**src/diag_frame_generator_consts.vh**
```
// constants for the diagnostic frame generator: register map, reset values,
// frame layout and state codes.
// assumes inclusion by bare name from the design files.
`ifndef DIAG_FRAME_GENERATOR_CONSTS_VH
`define DIAG_FRAME_GENERATOR_CONSTS_VH

// ----------------------------------------------------------------------
// register addresses in the management map
// ----------------------------------------------------------------------
`define ADDR_GEN_ENABLE 16'h8020
`define ADDR_GEN_CONTROL 16'h8021
`define ADDR_GEN_CONTINUOUS 16'h8022
`define ADDR_GEN_INTERRUPT_ENABLE 16'h8023
`define ADDR_GEN_PAYLOAD_LENGTH 16'h8025
`define ADDR_GEN_GAP_LENGTH 16'h8026
`define ADDR_GEN_FRAME_COUNT_UPPER 16'h8027
`define ADDR_GEN_FRAME_COUNT_LOWER 16'h8028
`define ADDR_GEN_COMPLETION_FLAG 16'h8029

// ----------------------------------------------------------------------
// reset values and field positions
// ----------------------------------------------------------------------
`define RST_PAYLOAD_LENGTH 16'h006B
`define RST_GAP_LENGTH 16'h000C
`define RST_COUNT_UPPER 16'h0000
`define RST_COUNT_LOWER 16'h0100
`define RST_PATTERN 3'h1
`define BIT_ENABLE 0
`define BIT_RESTART 3
`define PATTERN_MSB 2

// ----------------------------------------------------------------------
// payload patterns
// ----------------------------------------------------------------------
`define PAT_STOP 3'h0
`define PAT_RANDOM 3'h1
`define PAT_ZEROS 3'h2
`define PAT_ONES 3'h3
`define PAT_ALT55 3'h4
`define PAT_DESCEND 3'h5
`define BYTE_ALT55 8'h55
`define BYTE_ONES 8'hFF
`define BYTE_ZERO 8'h00
`define DESCEND_START 8'hFF

// ----------------------------------------------------------------------
// frame layout: 6 dest + 6 source + 2 length, then 4 check bytes
// ----------------------------------------------------------------------
`define HDR_LAST_IDX 16'h000D
`define HDR_TOP_IDX 4'hD
`define FCS_LAST_IDX 16'h0003
`define DST_ADDRESS 48'hFFFFFFFFFFFF
`define SRC_ADDRESS 48'h020000000001
`define CRC_INIT 32'hFFFFFFFF
`define CRC_POLY 32'hEDB88320
`define LFSR_SEED 16'hACE1
`define LFSR_TAPS 16'hB400

// ----------------------------------------------------------------------
// state codes
// ----------------------------------------------------------------------
`define ST_IDLE 3'h0
`define ST_HDR 3'h1
`define ST_DATA 3'h2
`define ST_FCS 3'h3
`define ST_GAP 3'h4

`endif

```
**src/gen_fifo.v**
```verilog
// small synchronous fifo between the frame generator and the phy side.
// assumes one clock; the reader may stall so the fifo really fills.
`timescale 1ns/1ps
`default_nettype none

module gen_fifo #(
  parameter WIDTH = 9,
  parameter DEPTH = 4,
  parameter AW = 2
) (
  input wire i_sys_clk,
  input wire i_resetn,
  input wire i_in_valid,
  output wire o_in_ready,
  input wire [WIDTH-1:0] i_in_data,
  output wire o_out_valid,
  input wire i_out_ready,
  output wire [WIDTH-1:0] o_out_data
);

  reg [WIDTH-1:0] mem [0:DEPTH-1];
  reg [AW-1:0] wr_ptr_q;
  reg [AW-1:0] rd_ptr_q;
  reg [AW:0] count_q;
  wire push;
  wire pop;

  // honest flags straight from the fill count
  assign o_in_ready = (count_q != DEPTH[AW:0]);
  assign o_out_valid = (count_q != {(AW+1){1'b0}});
  assign o_out_data = mem[rd_ptr_q];
  assign push = i_in_valid && o_in_ready;
  assign pop = o_out_valid && i_out_ready;

  // storage has no reset; only pointers and fill count need a defined value
  always @(posedge i_sys_clk)
  begin
    if (push)
    begin
      mem[wr_ptr_q] <= i_in_data;
    end
  end

  // pointers and fill count
  always @(posedge i_sys_clk or negedge i_resetn)
  begin
    if (!i_resetn)
    begin
      wr_ptr_q <= {AW{1'b0}};
      rd_ptr_q <= {AW{1'b0}};
      count_q <= {(AW+1){1'b0}};
    end
    else
    begin
      if (push)
      begin
        wr_ptr_q <= wr_ptr_q + 1'b1;
      end
      if (pop)
      begin
        rd_ptr_q <= rd_ptr_q + 1'b1;
      end
      if (push && !pop)
      begin
        count_q <= count_q + 1'b1;
      end
      else if (pop && !push)
      begin
        count_q <= count_q - 1'b1;
      end
    end
  end

endmodule

`default_nettype wire

```
**src/diag_frame_generator.v**
```verilog
// diagnostic ethernet frame generator with its management registers.
// assumes a 16-bit register port on the device clock and a phy transmit
// side that takes one byte per cycle while i_phy_tx_ready is high.
`timescale 1ns/1ps
`default_nettype none
`include "diag_frame_generator_consts.vh"

// What this block does
// RULE_01 - completion raises the generator interrupt only when enable bit 0 is set
// RULE_02 - software must also set the subsystem mask bit to see the interrupt
// RULE_03 - interrupt condition latched high in a subsystem status bit
// RULE_04 - 16-bit payload length in bytes, resets to 0x6B
// RULE_05 - each frame adds 6 dest, 6 source, 2 length, 4 check bytes
// RULE_06 - idle gap between frames equals 16-bit gap setting, resets to 0xC
// RULE_07 - frame count is 32 bits from upper and lower halves, lower resets 0x100
// RULE_08 - programmed count is reloaded on every enable or restart
// RULE_09 - done flag bit 0 sets when all requested frames are produced
// RULE_10 - done flag stays high until software reads it
// RULE_11 - when enabled with diag clock on, generator feeds phy instead of mac
// RULE_12 - 3-bit pattern select picks payload; 000 stops after current frame
// RULE_13 - continuous mode runs forever, otherwise one burst then stop
// RULE_14 - writing restart bit 3 restarts generator, bit then self-clears
// RULE_15 - order is dest, source, length, data, then crc-32 over preceding bytes
module diag_frame_generator (
  input wire i_sys_clk,
  input wire i_resetn,
  input wire [15:0] i_reg_addr,
  input wire i_reg_wr,
  input wire i_reg_rd,
  input wire [15:0] i_reg_wdata,
  output reg [15:0] o_reg_rdata,
  input wire i_diag_clock_enable,
  input wire i_diag_interrupt_mask_bit,
  input wire i_status_read,
  output reg o_diag_interrupt_latched_status,
  output reg o_irq,
  input wire [7:0] i_mac_tx_data,
  input wire i_mac_tx_en,
  input wire i_phy_tx_ready,
  output reg [7:0] o_phy_tx_data,
  output reg o_phy_tx_en
);

  // ----------------------------------------------------------------------
  // helper functions
  // ----------------------------------------------------------------------

  // one byte of reflected crc-32, lsb first as on the wire
  function [31:0] crc32_byte;
    input [31:0] crc;
    input [7:0] d;
    integer i;
    reg [31:0] c;
    begin
      c = crc;
      for (i = 0; i < 8; i = i + 1)
      begin
        if (c[0] ^ d[i])
          c = (c >> 1) ^ `CRC_POLY;
        else
          c = c >> 1;
      end
      crc32_byte = c;
    end
  endfunction

  // header byte by index: dest, source, length field msb first
  function [7:0] hdr_byte;
    input [3:0] idx;
    input [15:0] len;
    reg [111:0] h;
    reg [3:0] k;
    begin
      k = `HDR_TOP_IDX - idx;
      h = {`DST_ADDRESS, `SRC_ADDRESS, len} >> {k, 3'b000};
      hdr_byte = h[7:0];
    end
  endfunction

  // ----------------------------------------------------------------------
  // registers and state
  // ----------------------------------------------------------------------
  reg enable_q;
  reg [2:0] pattern_q;
  reg restart_q;
  reg continuous_q;
  reg irq_enable_q;
  reg [15:0] payload_len_q;
  reg [15:0] gap_len_q;
  reg [15:0] count_upper_q;
  reg [15:0] count_lower_q;
  reg done_q;
  reg [2:0] state_q;
  reg [15:0] idx_q;
  reg [31:0] frames_left_q;
  reg [31:0] crc_q;
  reg [15:0] lfsr_q;
  reg [7:0] descend_q;
  reg run_q;
  reg gen_on_prev_q;
  reg gen_sel_q;

  wire gen_on;
  wire go;
  wire [31:0] count_total;
  wire wr_hit_ctrl;
  wire rd_done;
  wire fifo_in_ready;
  wire fifo_out_valid;
  wire [8:0] fifo_out_data;
  wire push;
  wire [31:0] crc_final;
  wire [7:0] fcs_byte;
  wire frame_end;
  wire last_frame;
  wire stop_after;
  wire burst_done;
  reg [7:0] byte_d;
  reg byte_en_d;

  // generator only runs with the diagnostic clock enabled too
  assign gen_on = enable_q && i_diag_clock_enable; // RULE_11
  // fresh start on enable edge or restart write
  assign go = gen_on && (!gen_on_prev_q || restart_q); // RULE_08 RULE_14
  assign count_total = {count_upper_q, count_lower_q}; // RULE_07
  assign wr_hit_ctrl = i_reg_wr && (i_reg_addr == `ADDR_GEN_CONTROL);
  assign rd_done = i_reg_rd && (i_reg_addr == `ADDR_GEN_COMPLETION_FLAG);
  assign push = (state_q != `ST_IDLE) && fifo_in_ready;
  assign crc_final = ~crc_q;
  assign fcs_byte = crc_final[{idx_q[1:0], 3'b000} +: 8]; // RULE_15
  assign frame_end = push && (state_q == `ST_FCS) && (idx_q == `FCS_LAST_IDX);
  assign last_frame = !continuous_q && (frames_left_q == 32'h00000001); // RULE_13
  assign stop_after = last_frame || (pattern_q == `PAT_STOP); // RULE_12
  assign burst_done = (frame_end && last_frame && !go) ||
                      (go && (count_total == 32'h00000000) && !continuous_q); // RULE_09

  // ----------------------------------------------------------------------
  // byte being offered to the fifo
  // ----------------------------------------------------------------------

  // payload choice per pattern; stop code keeps zeros for the frame in flight
  always @*
  begin
    byte_d = `BYTE_ZERO;
    byte_en_d = 1'b1;
    case (state_q)
      `ST_HDR: byte_d = hdr_byte(idx_q[3:0], payload_len_q); // RULE_05 RULE_15
      `ST_DATA:
      begin
        case (pattern_q) // RULE_12
          `PAT_RANDOM: byte_d = lfsr_q[7:0];
          `PAT_ONES: byte_d = `BYTE_ONES;
          `PAT_ALT55: byte_d = `BYTE_ALT55;
          `PAT_DESCEND: byte_d = descend_q;
          default: byte_d = `BYTE_ZERO;
        endcase
      end
      `ST_FCS: byte_d = fcs_byte; // RULE_05
      `ST_GAP: byte_en_d = 1'b0; // RULE_06
      default: byte_en_d = 1'b0;
    endcase
  end

  // ----------------------------------------------------------------------
  // register writes
  // ----------------------------------------------------------------------

  // software-written settings; restart clears itself the cycle after its write
  always @(posedge i_sys_clk or negedge i_resetn)
  begin
    if (!i_resetn)
    begin
      enable_q <= 1'b0;
      pattern_q <= `RST_PATTERN;
      restart_q <= 1'b0;
      continuous_q <= 1'b0;
      irq_enable_q <= 1'b0;
      payload_len_q <= `RST_PAYLOAD_LENGTH; // RULE_04
      gap_len_q <= `RST_GAP_LENGTH; // RULE_06
      count_upper_q <= `RST_COUNT_UPPER; // RULE_07
      count_lower_q <= `RST_COUNT_LOWER; // RULE_07
    end
    else
    begin
      if (wr_hit_ctrl)
        restart_q <= i_reg_wdata[`BIT_RESTART];
      else
        restart_q <= 1'b0; // RULE_14
      if (i_reg_wr)
      begin
        case (i_reg_addr)
          `ADDR_GEN_ENABLE: enable_q <= i_reg_wdata[`BIT_ENABLE];
          `ADDR_GEN_CONTROL: pattern_q <= i_reg_wdata[`PATTERN_MSB:0];
          `ADDR_GEN_CONTINUOUS: continuous_q <= i_reg_wdata[`BIT_ENABLE];
          `ADDR_GEN_INTERRUPT_ENABLE: irq_enable_q <= i_reg_wdata[`BIT_ENABLE];
          `ADDR_GEN_PAYLOAD_LENGTH: payload_len_q <= i_reg_wdata; // RULE_04
          `ADDR_GEN_GAP_LENGTH: gap_len_q <= i_reg_wdata;
          `ADDR_GEN_FRAME_COUNT_UPPER: count_upper_q <= i_reg_wdata;
          `ADDR_GEN_FRAME_COUNT_LOWER: count_lower_q <= i_reg_wdata;
          default: ;
        endcase
      end
    end
  end

  // ----------------------------------------------------------------------
  // read data, done flag, interrupt status
  // ----------------------------------------------------------------------

  // read data lands one cycle after the strobe; unmapped reads give zero
  always @(posedge i_sys_clk or negedge i_resetn)
  begin
    if (!i_resetn)
    begin
      o_reg_rdata <= 16'h0000;
      done_q <= 1'b0;
      o_diag_interrupt_latched_status <= 1'b0;
      o_irq <= 1'b0;
    end
    else
    begin
      if (i_reg_rd)
      begin
        case (i_reg_addr)
          `ADDR_GEN_ENABLE: o_reg_rdata <= {15'h0000, enable_q};
          `ADDR_GEN_CONTROL: o_reg_rdata <= {12'h000, restart_q, pattern_q};
          `ADDR_GEN_CONTINUOUS: o_reg_rdata <= {15'h0000, continuous_q};
          `ADDR_GEN_INTERRUPT_ENABLE: o_reg_rdata <= {15'h0000, irq_enable_q};
          `ADDR_GEN_PAYLOAD_LENGTH: o_reg_rdata <= payload_len_q;
          `ADDR_GEN_GAP_LENGTH: o_reg_rdata <= gap_len_q;
          `ADDR_GEN_FRAME_COUNT_UPPER: o_reg_rdata <= count_upper_q;
          `ADDR_GEN_FRAME_COUNT_LOWER: o_reg_rdata <= count_lower_q;
          `ADDR_GEN_COMPLETION_FLAG: o_reg_rdata <= {15'h0000, done_q};
          default: o_reg_rdata <= 16'h0000;
        endcase
      end
      // set beats the clear-on-read so a completion is never lost
      done_q <= burst_done || (done_q && !rd_done); // RULE_09 RULE_10
      o_diag_interrupt_latched_status <= (burst_done && irq_enable_q) ||
        (o_diag_interrupt_latched_status && !i_status_read); // RULE_01 RULE_03
      // mask lives in the subsystem block; software must set it as well
      o_irq <= o_diag_interrupt_latched_status && i_diag_interrupt_mask_bit; // RULE_02
    end
  end

  // ----------------------------------------------------------------------
  // frame sequencer
  // ----------------------------------------------------------------------

  // one byte per accepted fifo push; fifo back-pressure stalls everything
  always @(posedge i_sys_clk or negedge i_resetn)
  begin
    if (!i_resetn)
    begin
      state_q <= `ST_IDLE;
      idx_q <= 16'h0000;
      frames_left_q <= 32'h00000000;
      crc_q <= `CRC_INIT;
      lfsr_q <= `LFSR_SEED;
      descend_q <= `DESCEND_START;
      run_q <= 1'b0;
      gen_on_prev_q <= 1'b0;
    end
    else
    begin
      gen_on_prev_q <= gen_on;
      if (!gen_on)
      begin
        // disabling aborts at once; the mac path takes over
        state_q <= `ST_IDLE;
        run_q <= 1'b0;
      end
      else
      begin
        if (go)
        begin
          frames_left_q <= count_total; // RULE_08
          run_q <= continuous_q || (count_total != 32'h00000000);
        end
        case (state_q)
          `ST_IDLE:
          begin
            if (run_q && (pattern_q != `PAT_STOP))
            begin
              state_q <= `ST_HDR;
              idx_q <= 16'h0000;
              crc_q <= `CRC_INIT;
              descend_q <= `DESCEND_START;
            end
          end
          `ST_HDR:
          begin
            if (push)
            begin
              crc_q <= crc32_byte(crc_q, byte_d); // RULE_15
              idx_q <= idx_q + 16'h0001;
              if (idx_q == `HDR_LAST_IDX)
              begin
                idx_q <= 16'h0000;
                state_q <= (payload_len_q == 16'h0000) ? `ST_FCS : `ST_DATA;
              end
            end
          end
          `ST_DATA:
          begin
            if (push)
            begin
              crc_q <= crc32_byte(crc_q, byte_d);
              idx_q <= idx_q + 16'h0001;
              lfsr_q <= lfsr_q[0] ? ((lfsr_q >> 1) ^ `LFSR_TAPS) : (lfsr_q >> 1);
              descend_q <= descend_q - 8'h01; // wraps 0 back to 255
              if (idx_q == (payload_len_q - 16'h0001)) // RULE_04
              begin
                idx_q <= 16'h0000;
                state_q <= `ST_FCS;
              end
            end
          end
          `ST_FCS:
          begin
            if (push)
            begin
              idx_q <= idx_q + 16'h0001;
              if (frame_end)
              begin
                idx_q <= 16'h0000;
                if (!continuous_q && !go)
                  frames_left_q <= frames_left_q - 32'h00000001; // RULE_13
                if (stop_after && !go)
                  run_q <= 1'b0;
                if (gap_len_q != 16'h0000)
                  state_q <= `ST_GAP;
                else if (stop_after && !go)
                  state_q <= `ST_IDLE;
                else
                begin
                  state_q <= `ST_HDR;
                  crc_q <= `CRC_INIT;
                  descend_q <= `DESCEND_START;
                end
              end
            end
          end
          `ST_GAP:
          begin
            if (push)
            begin
              idx_q <= idx_q + 16'h0001;
              if (idx_q == (gap_len_q - 16'h0001)) // RULE_06
              begin
                idx_q <= 16'h0000;
                crc_q <= `CRC_INIT;
                descend_q <= `DESCEND_START;
                state_q <= (run_q && (pattern_q != `PAT_STOP)) ? `ST_HDR : `ST_IDLE;
              end
            end
          end
          default: state_q <= `ST_IDLE;
        endcase
      end
    end
  end

  // ----------------------------------------------------------------------
  // byte fifo and transmit mux
  // ----------------------------------------------------------------------

  // four bytes of slack so a stalled phy does not lose a byte
  gen_fifo #(
    .WIDTH(9),
    .DEPTH(4),
    .AW(2)
  ) u_fifo (
    .i_sys_clk(i_sys_clk),
    .i_resetn(i_resetn),
    .i_in_valid(state_q != `ST_IDLE),
    .o_in_ready(fifo_in_ready),
    .i_in_data({byte_en_d, byte_d}),
    .o_out_valid(fifo_out_valid),
    .i_out_ready(i_phy_tx_ready),
    .o_out_data(fifo_out_data)
  );

  // phy source select; mac bytes pass through when generator is off
  always @(posedge i_sys_clk or negedge i_resetn)
  begin
    if (!i_resetn)
    begin
      gen_sel_q <= 1'b0;
      o_phy_tx_data <= 8'h00;
      o_phy_tx_en <= 1'b0;
    end
    else
    begin
      gen_sel_q <= gen_on;
      if (gen_sel_q) // RULE_11
      begin
        if (i_phy_tx_ready)
        begin
          o_phy_tx_en <= fifo_out_valid && fifo_out_data[8];
          o_phy_tx_data <= fifo_out_valid ? fifo_out_data[7:0] : 8'h00;
        end
      end
      else
      begin
        o_phy_tx_en <= i_mac_tx_en;
        o_phy_tx_data <= i_mac_tx_data;
      end
    end
  end

endmodule

`default_nettype wire

```
**config.mk**
```make
export PLATFORM = sky130hd
export DESIGN_NAME = diag_frame_generator
export DESIGN_NICKNAME = d
export VERILOG_FILES = /design/src/gen_fifo.v /design/src/diag_frame_generator.v
export VERILOG_INCLUDE_DIRS = /design/src
export SDC_FILE = /design/constraint.sdc
export NUM_CORES = 1
export LEC_CHECK = 0
export BUFFER_PORTS_ARGS = -buffer_cell sky130_fd_sc_hd__buf_4
export CAP_MARGIN = 5
export CORE_MARGIN = 4
export CORE_UTILIZATION = 50
export DETAILED_ROUTE_END_ITERATION = 10
export GPL_ROUTABILITY_DRIVEN = 1
export GPL_TIMING_DRIVEN = 0
export PLACE_DENSITY = 0.74
export SLEW_MARGIN = 20
export SYNTH_ARGS = -nofsm -noshare
export SYNTH_HDL_FRONTEND = slang
export SYNTH_SLANG_ARGS = --single-unit
```
**constraint.sdc**
```tcl
create_clock -name i_sys_clk -period 3.8 [get_ports i_sys_clk]
set_clock_uncertainty 0.05 [all_clocks]
set_input_delay 1.14 -clock i_sys_clk [delete_from_list [all_inputs] [get_ports i_sys_clk]]
set_output_delay 1.14 -clock i_sys_clk [all_outputs]
set_load 0.02 [all_outputs]
```
==> results of run 1 <==
power by group through the flow:
stage	Sequential [mW]	Clock (mW)	Combinational (mW)
CTS	2.73	2.72	0.159
global placement	2.78	0	0.148
floorplan	2.79	0	0.0285
finish	2.73	2.67	0.157
detailed placement	2.78	0	0.158
global route	2.73	2.83	0.172
layout by cell type (no fill, tap or decap), drive strengths merged, types with 39 or more instances in the layout:
cell type / instances
dfrtp: 158
clkbuf: 115
nand2: 114
nor2: 99
a21oi: 97
buf: 95
mux2: 86
xnor2: 73
o21ai: 64
dfstp: 57
xor2: 44
nor3: 42
inv: 39
cells by family (layout without fill, tap and decap cells):
logic type | after synthesis | after routing | share of synthesized area, %
AOI/OAI and AO/OA | 328 | 328 | 16.1
DFF | 251 | 251 | 44.6
buffers and inverters | 132 | 258 | 3.75
and+or+nand+nor | 441 | 441 | 15.7
muxes | 118 | 118 | 10.3
xor gates and xnor gates | 122 | 122 | 8.11
adders and majority gates | 17 | 17 | 1.49
per-stage QoR:
stage / total power [mW] / hold slack, ns / cell area (um2)
floorplan: 2.82 / 0.408 / 14700
detailed placement: 2.94 / 0.420 / 15800
global placement: 2.93 / 0.419 / 15700
global route: 5.73 / 0.423 / 16700
CTS: 5.61 / 0.402 / 16700
finish: 5.56 / 0.414 / 16700
repair_timing:
item,4_1_cts,5_1_grt
pin swaps,1,0
setup buffers,2,0
setup endpoints to repair,23,63
gates resized for setup,3,23
layout make-up:
| class | count | area (um2) | share of cell area [%] |
|---|---|---|---|
| repair buffers | 77 | 623 | 3.72 |
| clock inverters | 9 | 114 | 0.680 |
| inverters | 39 | 146 | 0.874 |
| well taps | 384 | 480 | 2.87 |
| clock buffers | 43 | 787 | 4.70 |
| multi-input cells | 1026 | 7660 | 45.8 |
| flip-flops and latches | 251 | 6530 | 39.0 |
| plain buffers | 90 | 395 | 2.36 |
worst max-delay path, cell delays in order (launching register included):
cell and delay, ns:
dfrtp_1 0.58, inv_1 0.09, ha_1 0.31, xor2_1 0.14, nand2_1 0.08, or4_1 0.54
nor4_1 0.32, o2111ai_1 0.34, o211a_1 0.32, buf_6 0.15, nor3b_4 0.33, buf_6 0.24
a2bb2oi_2 0.16
state kept, by name (all words and copies together) (netlist names), 16 cells and up:
| register | flops |
|---|---|
| count_lower_q | 16 |
| count_upper_q | 16 |
| crc_q | 32 |
| frames_left_q | 32 |
| gap_len_q | 16 |
| idx_q | 16 |
| lfsr_q | 16 |
| o_reg_rdata | 16 |
| payload_len_q | 16 |
| u_fifo.mem | 36 |
layer usage:
| layer | vias to the layer above | track usage, % | share of wire, % |
|---|---|---|---|
| met5 | - | 0 | 0 |
| met4 | 0 | 8.06 | 3.0 |
| met3 | 103 | 3.71 | 8.2 |
| met2 | 599 | 43.4 | 47 |
| met1 | 5954 | 37.0 | 41 |
| li1 | 5377 | - | - |
worst paths after layout:
check	startpoint	end	cells past startpoint	slack, ns
setup / recovery	gap_len_q[0]	crc_q[15]	12	0.06
hold / removal	i_resetn	idx_q[6]	1	0.41
setup reg to reg	gap_len_q[0]	crc_q[15]	12	0.06
hold reg to reg	o_reg_rdata[13]	o_reg_rdata[13]	1	0.43
max in group asynchronous	i_resetn	payload_len_q[6]	3	2.02
min in group i_sys_clk	o_reg_rdata[13]	o_reg_rdata[13]	1	0.43
==> summary.txt, run 1 <==
Status
  – Status: finished, final reports clean

Drt
  – Routed WL per cell: 22.1 um
  – Vias: 12,000
  – Drt pass-1 iters: 7
  – Starting DRT DRC Count: around 1,200
  – Routed WL: 42,500 um
  – Vias per cell: between 6 and 7
  – Post-DRT Antenna Nets: 0
  – Residual DRC count: 0

Pwr
  – Internal power: 4.35 mW
  – Sw power: between 1 and 1.5 mW
  – Pwr dens: around 330 nW/um2
  – Logic pwr share: 2.8%
  – Sw Ratio: about 22%
  – Worst VDD drop: 0.000281 V
  – Flop pwr share: 49.1%
  – Clock share of power: slightly below 50%
  – LEAKAGE: about 7 nW

Timing
  – Highest clock rate: 0.268 GHz
  – Final setup fails: 0
  – Period utilization: 98.4%
  – Slew Limit Fails: 0
  – Worst-margin pin slew: 1.09 ns
  – Worst Slack Setup Final: just over 0.06 ns
  – Setup_tns: 0 ns
  – Slew margin rel.: a little over a quarter
  – Final hold violations: 0
  – Period minus WS final: 3.74 ns

Yosys
  – Yosys top cell area share: 27.0%
  – #FFs+latches synth: 251
  – Cells after Synth: 1,409
  – Post-synth net total: 1,474
  – Ys Warns: 0
  – Largest cells by area after synthesis: dfrtp_1 27%, dfstp_2 10%, edfxtp_1 7.4%
  – Number of enable flip-flop cells after synthesis: 36
  – Avg Inst Size Synth: 10.4 um2
  – Synth cell types: 84
  – Leading area contributor after synthesis: dfrtp_1
  – Seq/Total Area, Yosys: roughly 45%
  – Most frequent cell after synthesis: dfrtp_1
  – Commonest cells post-synth: 158 x dfrtp_1, 114 x nand2_1, 98 x nor2_1
  – Post-synth ARST share: 85.7%
  – Prevailing post-synth register cell: dfrtp_1
  – Post-Syn Area: 14,700 um2

Placement
  – IO buf count: 72
  – Placed instance count: 1,868
  – Final HPWL DP: 30,900 um
  – Routability congestion estimate: 0.959
  – DP Worst Slack: -0.286 ns

Die
  – Die extent in x: around 180 um
  – Num rows: 62
  – Ports: 76
  – Die area: roughly 32,000 um2
  – Die Ht: 179 um
  – Initial Utilization: a little over 50%
  – Core area: 28,800 um2

Finish
  – Syn-to-layout area delta: 14.2%
  – Fillers: 2,409
  – Post-layout util: 58.2%
  – Antenna Cells: 0
  – Final #Nets: 1,578
  – Layout cells sized above 1: 23.2%
  – Fin cells: 1,919

Setup path
  – CP Launch Type: flip-flop
  – Maximum fanout along the worst path: 10
  – Crit path capture type: flip-flop
  – Kind of critical path: flip-flop to flip-flop
  – Critical path required time: 4.23 ns
  – CP arrival: 4.17 ns

Worst hold path
  – Worst hold path type: primary input to async pin

Clock network
  – Root buffer cell: clkbuf_16
  – Hold Buf Count CTS: 0
  – Number of CTS-inserted buffers: 28
  – Clk sinks: 251
  – Worst-path clk slew: approximately 0.06 ns
  – Clock Tree Buf Depth: 3
  – H-tree depth: 1
  – CTS tree: built
  – Clock latency on the worst-skew pair: 0.56 ns

GRT
  – Initial antenna violation count: 0
  – Largest net degree at the start of global routing: between 100 and 150
  – Grt total ovfl: 0
  – Vias in the first global route: between 10,000 and 15,000
  – GRT Util Overall: 26.6%
  – Global-route wire length before repair: 67,000 um

Run
  – Max_cap viols: 0
Note: power is estimated with default switching activity, not from simulation.
==> run 2: changes to the inputs <==
- clock period: 3.8 -> 4.6 ns (I/O delays scaled with it)
==> run 2 against run 1 <==
Against the previous run: sequential share of layout area increased by 0.19 points; global-route usage about the same; critical path type unchanged; sequential cell count unchanged; register-to-register slack improved by 0.38 ns; critical path depth increased by 1; total power decreased by 17%; highest routed layer unchanged; cell count about the same.
==> summary.txt, run 2 (synthesis gave the netlist of run 1 again) <==
Status
  – Status: finished, final reports clean

Run
  – Max_cap viols: 0

Timing
  – Period utilization: 90.4%
  – Slew Limit Fails: 0
  – Final hold violations: 0
  – Slew margin rel.: 25.6%
  – Worst-margin pin slew: between 1 and 1.5 ns
  – Highest clock rate: 0.240 GHz
  – Period minus WS final: 4.16 ns
  – Setup_tns: 0 ns
  – RSZ-0062 raised after global routing: false
  – Final setup fails: 0

Clock network
  – Number of CTS-inserted buffers: 28
  – CTS tree: built
  – Post-CTS Setup Bufs: 0
  – Clock Tree Buf Depth: 3
  – Hold Buf Count CTS: 0
  – H-tree depth: 1
  – Worst-path clk slew: 0.06 ns
  – Clock latency on the worst-skew pair: 0.55 ns
  – Root buffer cell: clkbuf_16
  – Clk sinks: 251
  – PostCTS Resize Cnt: 0

Finish
  – Area occupied by multi-input gates: 7590 um2
  – Antenna Cells: 0
  – Biggest regs: u_fifo.mem x36, crc_q x32, frames_left_q x32
  – Layout cells sized above 1: 22.2%
  – Syn-to-layout area delta: 13.7%
  – Most frequent cells in the layout: 158 x dfrtp_1, 114 x nand2_1, 98 x nor2_1
  – FF+latch area: 6530 um2
  – Final #Nets: 1,579
  – Fillers: between 2,000 and 2,500
  – Largest register FFs: 36
  – Leading cell type in the layout, fill and taps excluded: dfrtp_1
  – Most flop-heavy register: u_fifo.mem

Drt
  – Routed WL: approximately 42,000 um
  – Vias: 11,900
  – Residual DRC count: 0
  – Vias per cell: slightly above 6
  – Drt pass-1 iters: 6
  – Routed WL per cell: 22.1 um
  – Starting DRT DRC Count: 1,181
  – Post-DRT Antenna Nets: 0

Placement
  – IO buf count: 72
  – Final HPWL DP: 30,900 um
  – Routability congestion estimate: 0.959

GRT
  – Grt total ovfl: 0
  – Initial antenna violation count: 0
  – Largest net degree at the start of global routing: about 100
  – Vias in the first global route: 11,800
  – GRT Util Overall: about a quarter
  – Global-route wire length before repair: 66,900 um

Setup path
  – CP Launch Type: flip-flop
  – FF-to-FF path depth: 13
  – CP max stage delay: 0.59 ns
  – FF-to-FF End: idx_q[3]
  – Critical path required time: 4.96 ns
  – Critical Path Slowest Stage Cell: nor4b_1
  – CP cell instances: clkbuf_1, inv_1, ha_1, clkbuf_1, nor4b_1, nand2_1, xnor2_1, or4_1, o21ai_0, a31oi_1, clkbuf_1, o21ai_0, o211ai_1
  – CP most frequent cell: clkbuf_1
  – RR Startpoint: payload_len_q[0]
  – Maximum fanout along the worst path: 10
  – CP arrival: roughly 4.5 ns
  – Crit path capture type: flip-flop
  – Kind of critical path: flip-flop to flip-flop
  – CP delay by family, top: simple AND/OR/NAND/NOR gates
  – Worst R2R Setup Slack: about 0.44 ns
  – Worst path bufs/invs: 4

Die
  – Die extent in x: 179 um
  – Core area: 28,800 um2
  – Ports: 76
  – Initial Utilization: 50.9%
  – Die area: 32,100 um2
  – Num rows: 62
  – Die Ht: 179 um

Pwr
  – Worst VDD drop: about 0.00023 V
  – LEAKAGE: 7.05 nW
  – Pwr dens: around 280 nW/um2
  – Total power: 4.59 mW

Worst hold path
  – Min-Delay Endpoint: o_reg_rdata[13]
  – Worst hold path type: flip-flop to flip-flop
  – Hold_sp: o_reg_rdata[13]
  – Hold path cells: 1
-- run 2: cell types whose count changed in the layout (fill, tap and decap cells not counted), sizes merged --
cell,previous run,this run
buf,95,93
clkbuf,115,118
-- run 2: power breakdown --
group / switching, mW / leakage (nW) / internal [mW]
combinational: 0.0822 / 3.61 / 0.0472
sequential: 0.00363 / 3.00 / 2.25
clock: 0.912 / 0.440 / 1.29
-- run 2: worst max path at each step --
stage                     startpoint         endpoint  cells after the start
global route        payload_len_q[0]        idx_q[12]                     12
global placement      i_reg_addr[10]   o_reg_rdata[2]                      9
floorplan             i_reg_addr[10]  o_reg_rdata[12]                      8
detailed placement    i_reg_addr[10]   o_reg_rdata[2]                      9
CTS                 payload_len_q[0]        idx_q[12]                     13
finish              payload_len_q[0]         idx_q[3]                     13
-- run 2: cell type report --
cell class              instances  share of cell area (%)
repair buffers                 75                    3.65
well taps                     384                    2.88
inverters                      39                   0.879
plain buffers                  93                    2.42
clock inverters                 9                   0.683
multi-input cells            1026                    45.5
clock buffers                  43                    4.72
flip-flops and latches        251                    39.2
-- run 2: through the flow --
stage | hold slack (ns) | setup WS [ns] | util (%) | instances | area [um2]
after floorplan | 0.408 | 1.17 | - | 1409 | 14700
after global placement | 0.419 | 0.292 | 54.5 | 1865 | 15700
after detailed placement | 0.420 | 0.276 | 54.7 | 1868 | 15800
after CTS | 0.433 | 0.491 | 57.9 | 1920 | 16700
after global routing | 0.455 | 0.0239 | 57.9 | 1920 | 16700
final | 0.431 | 0.441 | 57.9 | 1920 | 16700
-- run 2: per-layer routing --
metal | global-route usage, % | up-vias | part of all wire [%]
li1 | - | 5379 | -
met1 | 37.1 | 5889 | 42
met2 | 43.3 | 542 | 47
met3 | 3.63 | 110 | 7.5
met4 | 7.97 | 0 | 3.3
met5 | 0 | - | 0
